$ cat config.mk
export PLATFORM = sky130hd
export DESIGN_NAME = sor_lane_override_regs
export DESIGN_NICKNAME = d
export VERILOG_FILES = /design/src/rtl/sor_pkg.sv /design/src/rtl/sor_absent_filter.sv /design/src/rtl/sor_lane_override_regs.sv
export SDC_FILE = /design/constraint.sdc
export NUM_CORES = 1
export LEC_CHECK = 0
export ABC_CLOCK_PERIOD_IN_PS = 3300
export BUFFER_PORTS_ARGS = -buffer_cell sky130_fd_sc_hd__buf_2
export CORE_MARGIN = 8
export CORE_UTILIZATION = 40
export CTS_BUF_LIST = sky130_fd_sc_hd__clkbuf_8
export DETAILED_ROUTE_END_ITERATION = 10
export PLACE_DENSITY_LB_ADDON = 0.2
export SLEW_MARGIN = 10
export SYNTH_ARGS = -nofsm -noshare
export SYNTH_HDL_FRONTEND = slang
export SYNTH_HIERARCHICAL = 1
export SYNTH_SLANG_ARGS = --single-unit
$ cat constraint.sdc
create_clock -name clk -period 3.3 [get_ports clk]
set_input_delay 0.495 -clock clk [delete_from_list [all_inputs] [get_ports clk]]
set_output_delay 0.495 -clock clk [all_outputs]
set_load 0.02 [all_outputs]
$ cat src/rtl/sor_pkg.sv
// ==========================================================
// shared constants and types for the lane override registers
package sor_pkg;

    // register byte offsets
    localparam logic [11:0] OFS_TX_OVERRIDE = 12'h004;
    localparam logic [11:0] OFS_RX_OVERRIDE = 12'h008;
    localparam logic [11:0] OFS_IRQ_STATUS  = 12'h040;
    localparam logic [11:0] OFS_IRQ_MASK    = 12'h044;
    localparam logic [11:0] OFS_DEFAULTS    = 12'h048;

    // transmit override register fields
    localparam int TX_EN_BIT      = 31;
    localparam int TX_RSV_HI      = 30;
    localparam int TX_RSV_LO      = 26;
    localparam int TX_EMPH_HI     = 25;
    localparam int TX_EMPH_LO     = 22;
    localparam int TX_KEEP_HI     = 21;
    localparam int TX_KEEP_LO     = 3;
    localparam int TX_ABSENT_BIT  = 2;

    // receive override register fields
    localparam int RX_EN_BIT      = 14;
    localparam int RX_FILT_HI     = 13;
    localparam int RX_FILT_LO     = 12;
    localparam int RX_KEEP8_HI    = 11;
    localparam int RX_KEEP8_LO    = 8;
    localparam int RX_EQ_HI       = 7;
    localparam int RX_EQ_LO       = 5;
    localparam int RX_KEEP4_BIT   = 4;
    localparam int RX_ALIGN_BIT   = 3;
    localparam int RX_KEEP1_HI    = 2;
    localparam int RX_KEEP1_LO    = 1;
    localparam int RX_HALF_BIT    = 0;

    // defaults readback: stale flags
    localparam int DEF_TX_STALE_BIT = 31;
    localparam int DEF_RX_STALE_BIT = 30;

    // interrupt status bits
    localparam int IRQ_ABSENT_SET_BIT = 0;
    localparam int IRQ_ABSENT_CLR_BIT = 1;
    localparam int IRQ_BITS           = 2;

    // reset values
    localparam logic [4:0]  TX_RSV_RESET   = 5'h00;
    localparam logic [3:0]  TX_EMPH_RESET  = 4'h0;
    localparam logic [18:0] TX_KEEP_RESET  = 19'h00000;
    localparam logic [1:0]  RX_FILT_RESET  = 2'h1;
    localparam logic [3:0]  RX_KEEP8_RESET = 4'h0;
    localparam logic [2:0]  RX_EQ_RESET    = 3'h0;
    localparam logic        RX_KEEP4_RESET = 1'h1;
    localparam logic        RX_ALIGN_RESET = 1'h1;
    localparam logic [1:0]  RX_KEEP1_RESET = 2'h3;
    localparam logic        RX_HALF_RESET  = 1'h0;

    // filter encodings
    localparam logic [1:0] FILT_OFF   = 2'h0;
    localparam logic [1:0] FILT_HEAVY = 2'h3;

    // heavy filter hold-off, in clock cycles
    localparam int ABSENT_HOLD_CYCLES = 128;

    // lane control values handed to the transceiver
    typedef struct packed {
        logic [3:0] tx_emphasis;
        logic [1:0] signal_absent_filter_select;
        logic [2:0] receive_equalizer_level;
        logic       align_en;
        logic       half_rate;
    } sor_lane_ctrl_t;

    // register port request
    typedef struct packed {
        logic [11:0] addr;
        logic [31:0] wdata;
        logic        wr;
        logic        rd;
    } sor_req_t;

endpackage

$ cat src/rtl/sor_absent_filter.sv
`timescale 1ns/1ns
// ==========================================================
// signal-absent filter: pass-through or heavy hold-off
module sor_absent_filter #(
    parameter int HOLD_CYCLES = sor_pkg::ABSENT_HOLD_CYCLES
) (
    input  wire logic clk,
    input  wire logic rst,
    input  wire logic absent,
    input  wire logic heavy,
    output logic      flag
);
    localparam int CW = $clog2(HOLD_CYCLES + 1);
    localparam logic [CW-1:0] LAST = CW'(HOLD_CYCLES - 1);

    // elaboration check: a hold-off of one leaves the counter nothing to count
    if (HOLD_CYCLES < 2) begin : g_bad_hold
        $error("hold count too small");
    end

    logic [CW-1:0] count;
    wire           count_done = (count == LAST);

    // count consecutive absent cycles; any presence restarts the hold-off
    always_ff @(posedge clk) begin
        if (rst || !absent || !heavy) begin
            count <= '0;
        end else if (!count_done) begin
            count <= count + CW'(1);
        end
    end

    // heavy mode raises the flag only after the full hold-off   [RULE_07]
    always_ff @(posedge clk) begin
        if (rst) begin
            flag <= 1'b0;
        end else if (heavy) begin
            flag <= absent && count_done;
        end else begin
            flag <= absent;
        end
    end

    // helper: run length of absence for the checks
    logic [CW:0] run;
    always_ff @(posedge clk) begin
        if (rst || !absent) begin
            run <= '0;
        end else if (run <= (CW+1)'(HOLD_CYCLES)) begin
            run <= run + (CW+1)'(1);
        end
    end

    chk_heavy_holdoff: assert property (@(posedge clk) disable iff (rst) // [RULE_07]
        $rose(flag) && $past(heavy) |-> run >= (CW+1)'(HOLD_CYCLES))
        else $error("absent flag rose before hold-off");
    chk_heavy_reaches: assert property (@(posedge clk) disable iff (rst) // [RULE_07]
        heavy && absent && count_done ##1 heavy |-> flag)
        else $error("absent flag missing after hold-off");
    cov_heavy_assert: cover property (@(posedge clk) disable iff (rst) heavy && $rose(flag));
endmodule

$ cat src/rtl/sor_lane_override_regs.sv
// Strobed register access was chosen for this implementation.
`timescale 1ns/1ns
// Overview of operation
// [RULE_01] transmit enable bit 31 selects override fields over defaults; resets 0
// [RULE_02] emphasis field 25:22 writable, resets 0; zero means no emphasis
// [RULE_03] software read-modify-writes preserved bits to keep their value
// [RULE_04] bit 2 reads the live signal-absent flag; writes ignored
// [RULE_05] receive enable bit 14 selects override fields over defaults; resets 0
// [RULE_06] filter select 13:12 resets to 01; 00 off, 11 heavy
// [RULE_07] heavy filtering flags absence after 128 cycles without signal
// [RULE_08] equaliser level 7:5 resets 000, sets receive boost
// [RULE_09] bit 3 enables word alignment; resets to 1
// [RULE_10] bit 0 selects half-rate operation; resets to 0
// [RULE_11] defaults readback marked stale once an override is enabled
// [RULE_12] software stays off these registers while transceiver is in reset
// [RULE_13] with enable clear, effective values equal the power-up defaults; lane_ctrl is zero while reset is held
module sor_lane_override_regs #(
    parameter int HOLD_CYCLES = sor_pkg::ABSENT_HOLD_CYCLES
) (
    input  wire logic                    clk,
    input  wire logic                    rst,
    input  wire logic [11:0]             reg_addr,
    input  wire logic [31:0]             reg_wdata,
    input  wire logic                    reg_wr,
    input  wire logic                    reg_rd,
    output logic [31:0]                  reg_rdata,
    input  wire sor_pkg::sor_lane_ctrl_t power_up_default,
    input  wire logic                    signal_present_pin,
    output sor_pkg::sor_lane_ctrl_t      lane_ctrl,
    output logic                         signal_absent_flag,
    output logic                         irq
);
    // ==========================================================
    // elaboration checks
    // a hold-off below two cycles leaves the filter counter no room to count
    if (HOLD_CYCLES < 2) begin : g_bad_hold
        $error("hold-off count too small");
    end
    // the defaults readback packs two stale marks and 19 zeros above the control word
    if (2 + 19 + $bits(sor_pkg::sor_lane_ctrl_t) != 32) begin : g_bad_ctrl
        $error("lane control word does not fit the defaults readback");
    end

    // ==========================================================
    // register port
    sor_pkg::sor_req_t req;
    assign req = '{addr: reg_addr, wdata: reg_wdata, wr: reg_wr, rd: reg_rd};

    wire hit_tx   = (req.addr == sor_pkg::OFS_TX_OVERRIDE);
    wire hit_rx   = (req.addr == sor_pkg::OFS_RX_OVERRIDE);
    wire hit_ist  = (req.addr == sor_pkg::OFS_IRQ_STATUS);
    wire hit_imsk = (req.addr == sor_pkg::OFS_IRQ_MASK);
    wire hit_def  = (req.addr == sor_pkg::OFS_DEFAULTS);
    wire wr_tx    = req.wr && hit_tx;
    wire wr_rx    = req.wr && hit_rx;
    wire wr_ist   = req.wr && hit_ist;
    wire wr_imsk  = req.wr && hit_imsk;

    // ==========================================================
    // power-up defaults: straps pass two flops, then are caught while reset is held
    sor_pkg::sor_lane_ctrl_t strap_meta;
    sor_pkg::sor_lane_ctrl_t strap_sync;
    sor_pkg::sor_lane_ctrl_t dflt;

    // straps are pins, so they are synchronised like any other pin input
    always_ff @(posedge clk) begin
        strap_meta <= power_up_default;
        strap_sync <= strap_meta;
    end

    // later strap changes are ignored: the lane must not shift under live traffic
    always_ff @(posedge clk) begin
        if (rst) begin
            dflt <= strap_sync;
        end
    end

    // ==========================================================
    // transmit override register
    logic        tx_en;
    logic [4:0]  tx_rsv;
    logic [3:0]  tx_emph;
    logic [18:0] tx_keep;

    // preserved bits simply store what software writes back   [RULE_03]
    always_ff @(posedge clk) begin
        if (rst) begin
            tx_en   <= 1'b0;                           // [RULE_01]
            tx_rsv  <= sor_pkg::TX_RSV_RESET;
            tx_emph <= sor_pkg::TX_EMPH_RESET;         // [RULE_02]
            tx_keep <= sor_pkg::TX_KEEP_RESET;
        end else if (wr_tx) begin
            tx_en   <= req.wdata[sor_pkg::TX_EN_BIT];
            tx_rsv  <= req.wdata[sor_pkg::TX_RSV_HI:sor_pkg::TX_RSV_LO];
            tx_emph <= req.wdata[sor_pkg::TX_EMPH_HI:sor_pkg::TX_EMPH_LO];
            tx_keep <= req.wdata[sor_pkg::TX_KEEP_HI:sor_pkg::TX_KEEP_LO];
        end
    end

    // ==========================================================
    // receive override register
    logic       rx_en;
    logic [1:0] rx_filt;
    logic [3:0] rx_keep8;
    logic [2:0] rx_eq;
    logic       rx_keep4;
    logic       rx_align;
    logic [1:0] rx_keep1;
    logic       rx_half;

    always_ff @(posedge clk) begin
        if (rst) begin
            rx_en    <= 1'b0;                          // [RULE_05]
            rx_filt  <= sor_pkg::RX_FILT_RESET;        // [RULE_06]
            rx_keep8 <= sor_pkg::RX_KEEP8_RESET;
            rx_eq    <= sor_pkg::RX_EQ_RESET;          // [RULE_08]
            rx_keep4 <= sor_pkg::RX_KEEP4_RESET;
            rx_align <= sor_pkg::RX_ALIGN_RESET;       // [RULE_09]
            rx_keep1 <= sor_pkg::RX_KEEP1_RESET;
            rx_half  <= sor_pkg::RX_HALF_RESET;        // [RULE_10]
        end else if (wr_rx) begin
            rx_en    <= req.wdata[sor_pkg::RX_EN_BIT];
            rx_filt  <= req.wdata[sor_pkg::RX_FILT_HI:sor_pkg::RX_FILT_LO];
            rx_keep8 <= req.wdata[sor_pkg::RX_KEEP8_HI:sor_pkg::RX_KEEP8_LO];
            rx_eq    <= req.wdata[sor_pkg::RX_EQ_HI:sor_pkg::RX_EQ_LO];
            rx_keep4 <= req.wdata[sor_pkg::RX_KEEP4_BIT];
            rx_align <= req.wdata[sor_pkg::RX_ALIGN_BIT];
            rx_keep1 <= req.wdata[sor_pkg::RX_KEEP1_HI:sor_pkg::RX_KEEP1_LO];
            rx_half  <= req.wdata[sor_pkg::RX_HALF_BIT];
        end
    end

    // ==========================================================
    // effective lane controls: override fields only while enabled
    sor_pkg::sor_lane_ctrl_t next_lane_ctrl;
    assign next_lane_ctrl.tx_emphasis = tx_en ? tx_emph : dflt.tx_emphasis;     // [RULE_01] [RULE_13]
    assign next_lane_ctrl.signal_absent_filter_select =
        rx_en ? rx_filt : dflt.signal_absent_filter_select;                      // [RULE_05] [RULE_13]
    assign next_lane_ctrl.receive_equalizer_level =
        rx_en ? rx_eq : dflt.receive_equalizer_level;                            // [RULE_08]
    assign next_lane_ctrl.align_en  = rx_en ? rx_align : dflt.align_en;         // [RULE_09]
    assign next_lane_ctrl.half_rate = rx_en ? rx_half : dflt.half_rate;         // [RULE_10]

    // registered so the analogue controls never see decode glitches
    // zero while reset is held; the defaults appear one edge after release
    always_ff @(posedge clk) begin
        if (rst) begin
            lane_ctrl <= '0;
        end else begin
            lane_ctrl <= next_lane_ctrl;
        end
    end

    // ==========================================================
    // signal-present pin synchroniser and filter
    logic present_meta;
    logic present_sync;
    always_ff @(posedge clk) begin
        if (rst) begin
            present_meta <= 1'b1;
            present_sync <= 1'b1;
        end else begin
            present_meta <= signal_present_pin;
            present_sync <= present_meta;
        end
    end

    // the filter sees the registered select, so a select change costs one cycle
    // reserved filter codes behave as filtering off
    wire heavy_sel = (lane_ctrl.signal_absent_filter_select == sor_pkg::FILT_HEAVY); // [RULE_06]

    sor_absent_filter #(
        .HOLD_CYCLES (HOLD_CYCLES)
    ) u_filter (
        .clk    (clk),
        .rst    (rst),
        .absent (!present_sync),
        .heavy  (heavy_sel),
        .flag   (signal_absent_flag)
    );

    // ==========================================================
    // interrupts: edges of the absent flag, write one to clear
    logic                      absent_q;
    logic [sor_pkg::IRQ_BITS-1:0] irq_status;
    logic [sor_pkg::IRQ_BITS-1:0] irq_mask;
    logic [sor_pkg::IRQ_BITS-1:0] irq_events;
    logic [sor_pkg::IRQ_BITS-1:0] next_irq_status;

    assign irq_events[sor_pkg::IRQ_ABSENT_SET_BIT] = signal_absent_flag && !absent_q;
    assign irq_events[sor_pkg::IRQ_ABSENT_CLR_BIT] = !signal_absent_flag && absent_q;
    // mask write and status update share one edge, so irq never lags a write
    // a new event wins over a simultaneous clear
    assign next_irq_status = (irq_status & ~(wr_ist ? req.wdata[sor_pkg::IRQ_BITS-1:0] : '0)) | irq_events;

    always_ff @(posedge clk) begin
        if (rst) begin
            absent_q   <= 1'b0;
            irq_status <= '0;
            irq_mask   <= '0;
            irq        <= 1'b0;
        end else begin
            absent_q   <= signal_absent_flag;
            irq_status <= next_irq_status;
            irq_mask   <= wr_imsk ? req.wdata[sor_pkg::IRQ_BITS-1:0] : irq_mask;
            irq        <= |(next_irq_status & (wr_imsk ? req.wdata[sor_pkg::IRQ_BITS-1:0] : irq_mask));
        end
    end

    // ==========================================================
    // read data: valid only in the cycle after the read strobe
    // reads have no side effects, so back-to-back reads of one register are safe
    logic [31:0] tx_word;
    logic [31:0] rx_word;
    logic [31:0] def_word;
    logic [31:0] next_rdata;

    assign tx_word = {tx_en, tx_rsv, tx_emph, tx_keep, signal_absent_flag, 2'h0};  // [RULE_04]
    assign rx_word = {17'h00000, rx_en, rx_filt, rx_keep8, rx_eq, rx_keep4, rx_align, rx_keep1, rx_half};
    // stale marks tell software the defaults no longer describe the lane
    assign def_word = {tx_en, rx_en, 19'h00000, dflt};                            // [RULE_11]

    assign next_rdata = !req.rd   ? 32'h0000_0000 :
                        hit_tx    ? tx_word :
                        hit_rx    ? rx_word :
                        hit_ist   ? {30'h0000_0000, irq_status} :
                        hit_imsk  ? {30'h0000_0000, irq_mask} :
                        hit_def   ? def_word :
                                    32'h0000_0000;

    always_ff @(posedge clk) begin
        if (rst) begin
            reg_rdata <= '0;
        end else begin
            reg_rdata <= next_rdata;
        end
    end

    // ==========================================================
    // checks
    // the edge that releases reset still loads zero lanes, so it starts no attempt
    chk_tx_default_used: assert property (@(posedge clk) disable iff (rst) // [RULE_13]
        !rst && !tx_en ##1 1'b1 |-> lane_ctrl.tx_emphasis == $past(dflt.tx_emphasis))
        else $error("transmit default not applied");
    chk_tx_override_used: assert property (@(posedge clk) disable iff (rst) // [RULE_01]
        wr_tx && req.wdata[sor_pkg::TX_EN_BIT] ##2 1'b1
        |-> lane_ctrl.tx_emphasis == $past(req.wdata[sor_pkg::TX_EMPH_HI:sor_pkg::TX_EMPH_LO], 2))
        else $error("transmit override not applied");
    chk_emph_reset_zero: assert property (@(posedge clk) // [RULE_02]
        $fell(rst) |-> tx_emph == sor_pkg::TX_EMPH_RESET && !tx_en)
        else $error("emphasis not zero after reset");
    chk_absent_readback: assert property (@(posedge clk) disable iff (rst) // [RULE_04]
        req.rd && hit_tx |=> reg_rdata[sor_pkg::TX_ABSENT_BIT] == $past(signal_absent_flag))
        else $error("absent bit readback wrong");
    chk_rx_override_used: assert property (@(posedge clk) disable iff (rst) // [RULE_05]
        wr_rx && req.wdata[sor_pkg::RX_EN_BIT] ##2 1'b1
        |-> lane_ctrl.receive_equalizer_level == $past(req.wdata[sor_pkg::RX_EQ_HI:sor_pkg::RX_EQ_LO], 2))
        else $error("receive override not applied");
    chk_rx_reset_vals: assert property (@(posedge clk) // [RULE_06]
        $fell(rst) |-> rx_filt == sor_pkg::RX_FILT_RESET && rx_eq == sor_pkg::RX_EQ_RESET
            && rx_align == sor_pkg::RX_ALIGN_RESET && rx_half == sor_pkg::RX_HALF_RESET && !rx_en)
        else $error("receive reset values wrong");
    chk_align_follows: assert property (@(posedge clk) disable iff (rst) // [RULE_09]
        rx_en ##1 1'b1 |-> lane_ctrl.align_en == $past(rx_align))
        else $error("alignment enable not applied");
    chk_half_default: assert property (@(posedge clk) disable iff (rst) // [RULE_10]
        !rst && !rx_en ##1 1'b1 |-> lane_ctrl.half_rate == $past(dflt.half_rate))
        else $error("half-rate default not applied");
    chk_stale_marks: assert property (@(posedge clk) disable iff (rst) // [RULE_11]
        req.rd && hit_def |=> reg_rdata[sor_pkg::DEF_TX_STALE_BIT] == $past(tx_en)
                           && reg_rdata[sor_pkg::DEF_RX_STALE_BIT] == $past(rx_en))
        else $error("stale marks wrong");
    chk_irq_sticky: assert property (@(posedge clk) disable iff (rst)
        irq_events[sor_pkg::IRQ_ABSENT_SET_BIT] |=> irq_status[sor_pkg::IRQ_ABSENT_SET_BIT])
        else $error("absent event lost");
    chk_irq_cleared: assert property (@(posedge clk) disable iff (rst)
        wr_ist && req.wdata[sor_pkg::IRQ_ABSENT_SET_BIT] && !irq_events[sor_pkg::IRQ_ABSENT_SET_BIT]
        |=> !irq_status[sor_pkg::IRQ_ABSENT_SET_BIT])
        else $error("status bit not cleared by write");

    // receive defaults while the receive override is off; unfiltered flag while heavy filtering is not selected
    chk_filter_default: assert property (@(posedge clk) disable iff (rst) // [RULE_13]
        !rst && !rx_en ##1 1'b1
        |-> lane_ctrl.signal_absent_filter_select == $past(dflt.signal_absent_filter_select))
        else $error("filter default not applied");
    chk_eq_default: assert property (@(posedge clk) disable iff (rst) // [RULE_13]
        !rst && !rx_en ##1 1'b1 |-> lane_ctrl.receive_equalizer_level == $past(dflt.receive_equalizer_level))
        else $error("equaliser default not applied");
    chk_filter_off: assert property (@(posedge clk) disable iff (rst) // [RULE_06]
        !heavy_sel |=> signal_absent_flag == $past(!present_sync))
        else $error("unfiltered flag does not follow the pin");

    // readback layout: unbacked bits read zero, read data lasts one cycle
    chk_rdata_idle: assert property (@(posedge clk) disable iff (rst)
        !req.rd |=> reg_rdata == 32'h0000_0000)
        else $error("read data not cleared after the read cycle");
    chk_tx_low_zero: assert property (@(posedge clk) disable iff (rst)
        req.rd && hit_tx |=> reg_rdata[1:0] == 2'h0)
        else $error("transmit reserved bits not zero");
    chk_rx_high_zero: assert property (@(posedge clk) disable iff (rst)
        req.rd && hit_rx |=> reg_rdata[31:sor_pkg::RX_EN_BIT+1] == 17'h00000)
        else $error("receive upper bits not zero");

    cov_tx_override: cover property (@(posedge clk) disable iff (rst) wr_tx && req.wdata[sor_pkg::TX_EN_BIT]);
    cov_rx_override: cover property (@(posedge clk) disable iff (rst) wr_rx && req.wdata[sor_pkg::RX_EN_BIT]);
    cov_irq_raised:  cover property (@(posedge clk) disable iff (rst) $rose(irq));
endmodule

== After elaboration in Yosys (flattened, before gate mapping) ==
Index checks and enable logic that the tools add are counted.
Operators by class
  $add $sub $neg: 1
  equal/unequal tests: 7
  muxes and demuxes: 13
  bitwise operators: 5
  reduce and logical (&&, ||, !) cells: 16
Operator list (count)
  2-to-1 mux 32 bit: 5
  == test 12 x 7 -> 1 bit, second input constant: 3
  == test 12 x 3 -> 1 bit, second input constant: 1
  == test 12 x 4 -> 1 bit, second input constant: 1
  adder 8 x 1 -> 8 bit, second input constant: 1
  == test 8 x 7 -> 1 bit, second input constant: 1
  logical AND 1 bit: 7
  2-to-1 mux 2 bit: 3
  AND 2 bit: 2
  logical NOT 1 bit: 4
  2-to-1 mux 4 bit: 1
  OR reduction 2 bit: 2
  2-to-1 mux 1 bit: 3
  2-to-1 mux 3 bit: 1
  OR reduction 3 bit: 1
  == test 2 bit, second input constant: 1
  logical OR 1 bit: 2
  NOT 2 bit: 1
  bitwise OR 2 bit: 1
  NOT 1 bit: 1
Storage, ports and cells
  register bits: 137
  word-level logic and storage cells: 84

== Depth between registers and ports, before layout ==
Gate-level depths: netlist of run 1.
  depth after elaboration: 8
  depth in mapped cells: 7
  gate-level depth less buffers: 4

== Modules after synthesis ==
Netlist of run 1, hierarchy kept.
Modules (own cells, without submodules)
  sor_lane_override_regs: times used 1, cells an instance 360, area an instance 4186.5 sq um, sequential area each 2672.6 sq um
  sor_absent_filter: times used 1, cells an instance 50, area an instance 439.2 sq um, sequential area each 180.2 sq um

== Worst setup path before layout of run 1 ==
Ideal clock, no wire load.
  kind: input-to-reg
  start: input reg_addr[9]
  end: register tx_keep[0]
  data arrival time: 1.522 ns
  required time: 3.172 ns
  path slack: 1.651 ns
  cell stages on the path: 6
  path buffers: 2
  cell sequence: nor4b_2 nand4_1 buf_4 buf_6 mux2i_1 nor2_1
On the way
  cells in the longest elaborated chain, start to end: 2
RTL lines
  start, declared: RTL line sor_lane_override_regs.sv:22  | input wire logic [11:0] reg_addr,
  == test 12 x 3 -> 1 bit: RTL line sor_lane_override_regs.sv:49  | wire hit_tx = (req.addr == sor_pkg::OFS_TX_OVERRIDE);
  logical AND 1 bit: RTL line sor_lane_override_regs.sv:54  | wire wr_tx = req.wr && hit_tx;
  end signal, assigned: RTL line sor_lane_override_regs.sv:91  | tx_keep <= sor_pkg::TX_KEEP_RESET;
  end signal, assigned: RTL line sor_lane_override_regs.sv:96  | tx_keep <= req.wdata[sor_pkg::TX_KEEP_HI:sor_pkg::TX_KEEP_LO];
  end, declared: RTL line sor_lane_override_regs.sv:83  | logic [18:0] tx_keep;
Every way passes these cells.
A chain may end at the register's enable or synchronous reset.

== Final worst setup path of run 1 ==
  start: input reg_addr[10]
  end: register reg_rdata[10]
On the way
  cells in the longest elaborated chain, start to end: 6
  elaborated cells between the ends (all ways): 10
  those cells by class: 5 x eq/ne; 5 x mux
RTL lines
  == test 12 x 7 -> 1 bit: RTL line sor_lane_override_regs.sv:53  | wire hit_def = (req.addr == sor_pkg::OFS_DEFAULTS);
  2-to-1 mux 32 bit: RTL line sor_lane_override_regs.sv:228  | hit_def ? def_word :
  2-to-1 mux 32 bit: RTL line sor_lane_override_regs.sv:227  | hit_imsk ? {30'h0000_0000, irq_mask} :
  2-to-1 mux 32 bit: RTL line sor_lane_override_regs.sv:226  | hit_ist ? {30'h0000_0000, irq_status} :
  2-to-1 mux 32 bit: RTL line sor_lane_override_regs.sv:225  | hit_rx ? rx_word :
  2-to-1 mux 32 bit *: RTL line sor_lane_override_regs.sv:224  | hit_tx ? tx_word :
  end signal, assigned: RTL line sor_lane_override_regs.sv:235  | reg_rdata <= next_rdata;
  end, declared: RTL line sor_lane_override_regs.sv:26  | output logic [31:0] reg_rdata,
Every way passes the cells marked *; elsewhere a longest branch is shown, timed or not.

==> results of run 1 <==
[layout make-up]
cell class                 instances  area, um2  share of cell area
timing repair buffer             110        566               0.101
sequential                       137       2850               0.510
multi-input combinational        233       1590               0.283
clock buffer                      18        248              0.0443
tap                              143        179              0.0320
inverter                          18       67.6              0.0121
clock inverter                    14       98.8              0.0177
[synth_stat cells, types with 5 or more instances]
| cell type | number |
|---|---|
| dfxtp_1 | 126 |
| nor2_1 | 65 |
| mux2i_1 | 56 |
| inv_1 | 18 |
| and2_1 | 16 |
| nor3_1 | 14 |
| clkbuf_1 | 11 |
| edfxtp_1 | 11 |
| a221o_1 | 9 |
| nand2_1 | 8 |
| a211o_1 | 5 |
| a21oi_1 | 5 |
| a22o_1 | 5 |
| buf_2 | 5 |
| nand3_1 | 5 |
| nand4_1 | 5 |
| o21ai_0 | 5 |
[kinds of logic after synthesis]
kind of cell / count (synthesis) / synth area share
AO/OA/AOI/OAI: 40 / 0.0690
adder cells (fa/ha/maj): 1 / 0.00270
buffers and inverters: 40 / 0.0411
flip-flops: 137 / 0.617
multiplexers: 56 / 0.121
AND/OR/NAND/NOR: 136 / 0.149
[worst max path at each step]
stage | slack [ns] | depth (start not counted) | startpoint | to
finish | 1.54 | 7 | reg_addr[10] | reg_rdata[10]
global route | 1.42 | 7 | reg_addr[10] | reg_rdata[30]
CTS | 1.55 | 7 | reg_addr[10] | reg_rdata[10]
detailed placement | 1.10 | 7 | reg_addr[10] | reg_rdata[10]
global placement | 1.14 | 7 | reg_addr[10] | reg_rdata[10]
floorplan | 1.65 | 6 | reg_addr[9] | tx_keep[0]
[stage by stage]
stage | instances | utilization
after global routing | 673 | 0.492
after global placement | 641 | 0.462
after floorplan | 410 | -
after detailed placement | 641 | 0.462
after CTS | 673 | 0.492
final | 673 | 0.492
[registers in the layout, summed over array words and instances, names as in the netlist, 2 cells and up]
register / count
reg_rdata: 32
tx_keep: 19
def_word: 11
lane_ctrl: 11
strap_meta: 11
strap_sync: 11
u_filter/count: 8
tx_rsv: 5
rx_keep8: 4
tx_emph: 4
rx_eq: 3
irq_mask: 2
irq_status: 2
rx_filt: 2
rx_keep1: 2
[per-layer routing]
metal | GRT usage | part of all wire
met1 | 0.156 | 0.44
met2 | 0.207 | 0.47
met3 | 0.0616 | 0.079
met4 | 0.0482 | 0.0091
met5 | 0 | 0.0013
[power breakdown]
part,switching [mW],internal [mW],leakage (nW)
Clock,0.637,0.540,0.171
Sequential,0.0105,1.71,1.13
Combinational,0.0592,0.0439,1.35
==> flow_summary.ini, run 1 <==
[status]
outcome = completed

[sta]
maxSlewViolCount = 0
final-setup-viol-count = 0
fin_worst_skew_ns = 0.00880
fin_crit_ns = 1.76
whs_ns = 0.170
rsz0062_at_grt = false
relSlewSlack = 0.471
worst_slack_ns = 1.54
finalCritPeriodShare = 0.532
fin_setup_tns_ns = 0
tightest_slew_ns = 0.794
hold_violations = 0
fmaxAchievable_mhz = 569

[place]
dp_hpwl_um = 7080
gp_congestion = 0.756
pre_cts_ws_ns = 1.10
portBuffers = 104
place_area_mm2 = 0.00525

[floorplan]
rows = 39
die-area_mm2 = 0.0153
initial_core_util = 0.407
die_w_um = 124
die_y_um = 124
pin_count = 105
core_mm2 = 0.0114

[cells_and_area]
synthToLayoutAreaGrowth_pct = 21.0
drive_above_1_share = 0.277
layout_common_cells = dfxtp_1, buf_2, nor2_1
final_area_mm2 = 0.00560
fin_nets = 578
antenna_cells = 0
n_fill_cell = 1067
final_common_cell = dfxtp_1

[yosys]
synth_area_leaders = dfxtp_1, mux2i_1, edfxtp_1
synthDistinctLibCells = 42
ys_warn_count = 6
netlist_area_mm2 = 0.00463
synth_edf_count = 11
synthCells = 410
yosysSeqAreaShare = 0.617
syn_area_per_cell_um2 = 11.3
ys.flop_type = dfxtp_1
syn_nets = 471
synth_area_leader_cell = dfxtp_1
ys_ff_latch = 137
ys_async_sr_fraction = 0
synth_top_area_frac = 0.545

[cts]
cts_tree = done
htree_levels = 4
cts_sinks = 137
cts_buffer_depth = 2
ctsResizeCount = 0
numCtsBuffers = 17
post-cts-setup-buffer-count = 0
root_buffer = clkbuf_8
clk_latency_ns = 0.42
path_clk_slew_ns = 0.08
holdBufCountCts = 0

[drt]
first_iter_violations = 168
wl_per_cell_um = 14.9
drc = 0
ant_nets = 0
via_per_inst = 4.83
dr.pass1.iters = 4
routed_wl_um = 10000
route.vias.total = 3251

[power]
vdd_ir_drop_max_v = 0.000231
power_mw = 3.00
p_leak_nw = 2.65
powerDensity_mw_per_mm2 = 535

[global_routing]
antenna_found_initial = 1
grt_pass1_vias = 3216
grt-ovfl-total = 0
grt_pass1_wl_um = 15500
grt_usage = 0.132
grt_max_degree = 77

[hold_path]
min_from = power_up_default[4]
hold_path_depth = 1
hold_path_end = strap_meta[4]
worstHoldPathType = in2reg

[critical_path]
worst_path_largest_cell_delay_ns = 0.37
crit_chain = buf_2 > nor4_4 > nand3b_1 > buf_4 > nor2_2 > buf_4 > a221o_1
critPathCaptureType = flop
worstRegToRegCells = 4
cp.buffers_inverters = 3
critPathTopFamily = simple AND/OR/NAND/NOR gates
crit_path_top_delay_cell = nor4_4
start_kind = input pin
r2r_slack_ns = 1.86
critical_path_peak_fanout = 22
worstPathArrival_ns = 2.13
r2r-end = u_filter/count[5]
critPathKind = in2reg
worstPathRequired_ns = 3.67
rr_startpoint = u_filter/count[0]
cp_common_cell = buf_4

[job]
maxCapViolCount = 0
(Power assumes the default switching activity.)
==> inputs of run 2 (changes only) <==
ABC_AREA = 1   (was unset)
ABC_CLOCK_PERIOD_IN_PS = 1800   (was 3300)
clock period = 1.8 ns   (was 3.3 ns; I/O delays follow)
==> flow_summary.ini, run 2 <==
[yosys]
netlist_area_mm2 = 0.00470
synth_edf_count = 11
synth_area_leader_cell = dfxtp_1
synthTopCellsByCount = dfxtp_1, nand2_1, inv_1, a21oi_1, o21ai_0
syn_nets = 583
synthCells = 522
ys.flop_type = dfxtp_1
ys_ff_latch = 137
yosysSeqAreaShare = 0.607
syn_area_per_cell_um2 = 9.00
ys_warn_count = 6
synth_top_area_frac = 0.537
synthDistinctLibCells = 30
synth_area_leaders = dfxtp_1, edfxtp_1, a21oi_1
ys_async_sr_fraction = 0
synth.most_common_cell = dfxtp_1

[sta]
fin_worst_skew_ns = 0.00844
maxSlewViolCount = 0
worst_slack_ns = 0.467
final-setup-viol-count = 0
fmaxAchievable_mhz = 750
fin_setup_tns_ns = 0
hold_violations = 0
rsz0062_at_grt = false
finalCritPeriodShare = 0.741
fin_crit_ns = 1.33
whs_ns = 0.0925
tightest_slew_ns = 0.859
relSlewSlack = 0.425

[cells_and_area]
fin_nets = 708
seq_area_mm2 = 0.00285
utilization = 0.518
finalNonFillerCells = 803
final_area_mm2 = 0.00595
drive_above_1_share = 0.265
multiInputGateArea_mm2 = 0.00147
layout_common_cells = dfxtp_1, buf_2, nand2_1
final_common_cell = dfxtp_1
antenna_cells = 0
top_regs = reg_rdata: 32 flops, tx_keep: 19 flops
synthToLayoutAreaGrowth_pct = 26.5
largest_register_ffs = 32
largest-register = reg_rdata
n_fill_cell = 1064

[place]
dp_hpwl_um = 7660
pre_cts_ws_ns = -0.0130
place_inst = 759
gp_congestion = 0.813
portBuffers = 104
place_area_mm2 = 0.00538

[global_routing]
grt_pass1_wl_um = 17900
grt_usage = 0.143
gr-usage-met1 = 0.170
grt_util_met2 = 0.225
grt_busiest_layer = met2
grt-ovfl-total = 0
grt_pass1_vias = 3638
antenna_found_initial = 0
met3_usage = 0.0553
grt_max_degree = 59

[hold_path]
worstHoldPathType = in2reg

[cts]
numCtsBuffers = 17
clk_latency_ns = 0.42
cts_sinks = 137
htree_levels = 4
holdBufCountCts = 12
cts_buffer_depth = 2
path_clk_slew_ns = 0.07
cts_tree = done
ctsResizeCount = 0
post-cts-setup-buffer-count = 0
root_buffer = clkbuf_8

[floorplan]
die-area_mm2 = 0.0155
rows = 39
die_y_um = 124
initial_core_util = 0.410
die_w_um = 124
core_mm2 = 0.0115
pin_count = 105

[drt]
via_per_inst = 4.62
dr.pass1.iters = 4
route.vias.total = 3711
first_iter_violations = 225
ant_nets = 0
routed_wl_um = 10900
wl_per_cell_um = 13.5
drc = 0

[critical_path]
start_kind = input pin
crit_path_top_delay_cell = nor2_1
crit_chain = buf_2 > nor2_4 > nand3_1 > inv_1 > nand2_1 > nor2_1 > nand2_1 > o21ai_0
critPathCaptureType = flop
critical_path_peak_fanout = 11
critPathKind = in2reg
worst_path_largest_cell_delay_ns = 0.67
cp_common_cell = nand2_1
worstPathRequired_ns = 2.14
worstPathArrival_ns = 1.68

[power]
power_mw = 6.12
p_leak_nw = 2.61
powerDensity_mw_per_mm2 = 1030
vdd_ir_drop_max_v = 0.000738

[status]
outcome = completed

[job]
maxCapViolCount = 0
## run 2: changes by cell type in the layout (fill, tap and decap cells not counted), sizes merged, moves of 17 or more
cell	delta
a21oi	+52
and2	-17
inv	+48
mux2i	-56
nand2	+67
nand3	+42
nor2	-23
o21ai	+51
## run 2: layer usage
metal,wire length [um],up-vias,share of wire
li1,-,1940,-
met5,0,-,0
met3,733,13,0.068
met2,5080,99,0.47
met4,146,0,0.013
met1,4900,1659,0.45
## run 2: path summary, 6_finish.rpt
path	slack, ns	startpoint	to	cells past startpoint
max	0.47	reg_addr[1]	reg_rdata[30]	8
max reg2reg	0.56	u_filter/count[0]	u_filter/count[5]	7
min reg2reg	0.33	strap_meta[1]	strap_sync[1]	0
min	0.09	reg_wdata[2]	rx_keep1[1]	3
## run 2: power breakdown
group	total, mW	switching, mW	internal (mW)
Combinational	0.227	0.127	0.0994
Clock	2.74	1.13	1.62
Sequential	3.15	0.0196	3.13
Total	6.12	1.27	4.84
## run 2: cell families after synthesis
kind of cell    synth area share
buf+inv                   0.0796
fa+ha+maj                0.00266
flops                      0.607
simple gates               0.183
compound gates             0.128
## run 2: worst max-delay path, delay by kind of cell
kind / cells / cell delay, ns
AO/OA/AOI/OAI: 1 / 0.12
AND/OR/NAND/NOR: 5 / 1.09
buffers and inverters: 2 / 0.19
## run 2: final cells by class
cell class              instances  share of cell area
flip-flops and latches        137               0.480
inverters                      69              0.0436
clock buffers                  20              0.0463
multi-input cells             295               0.248
repair buffers                127               0.124
clock inverters                12              0.0288
well taps                     143              0.0301
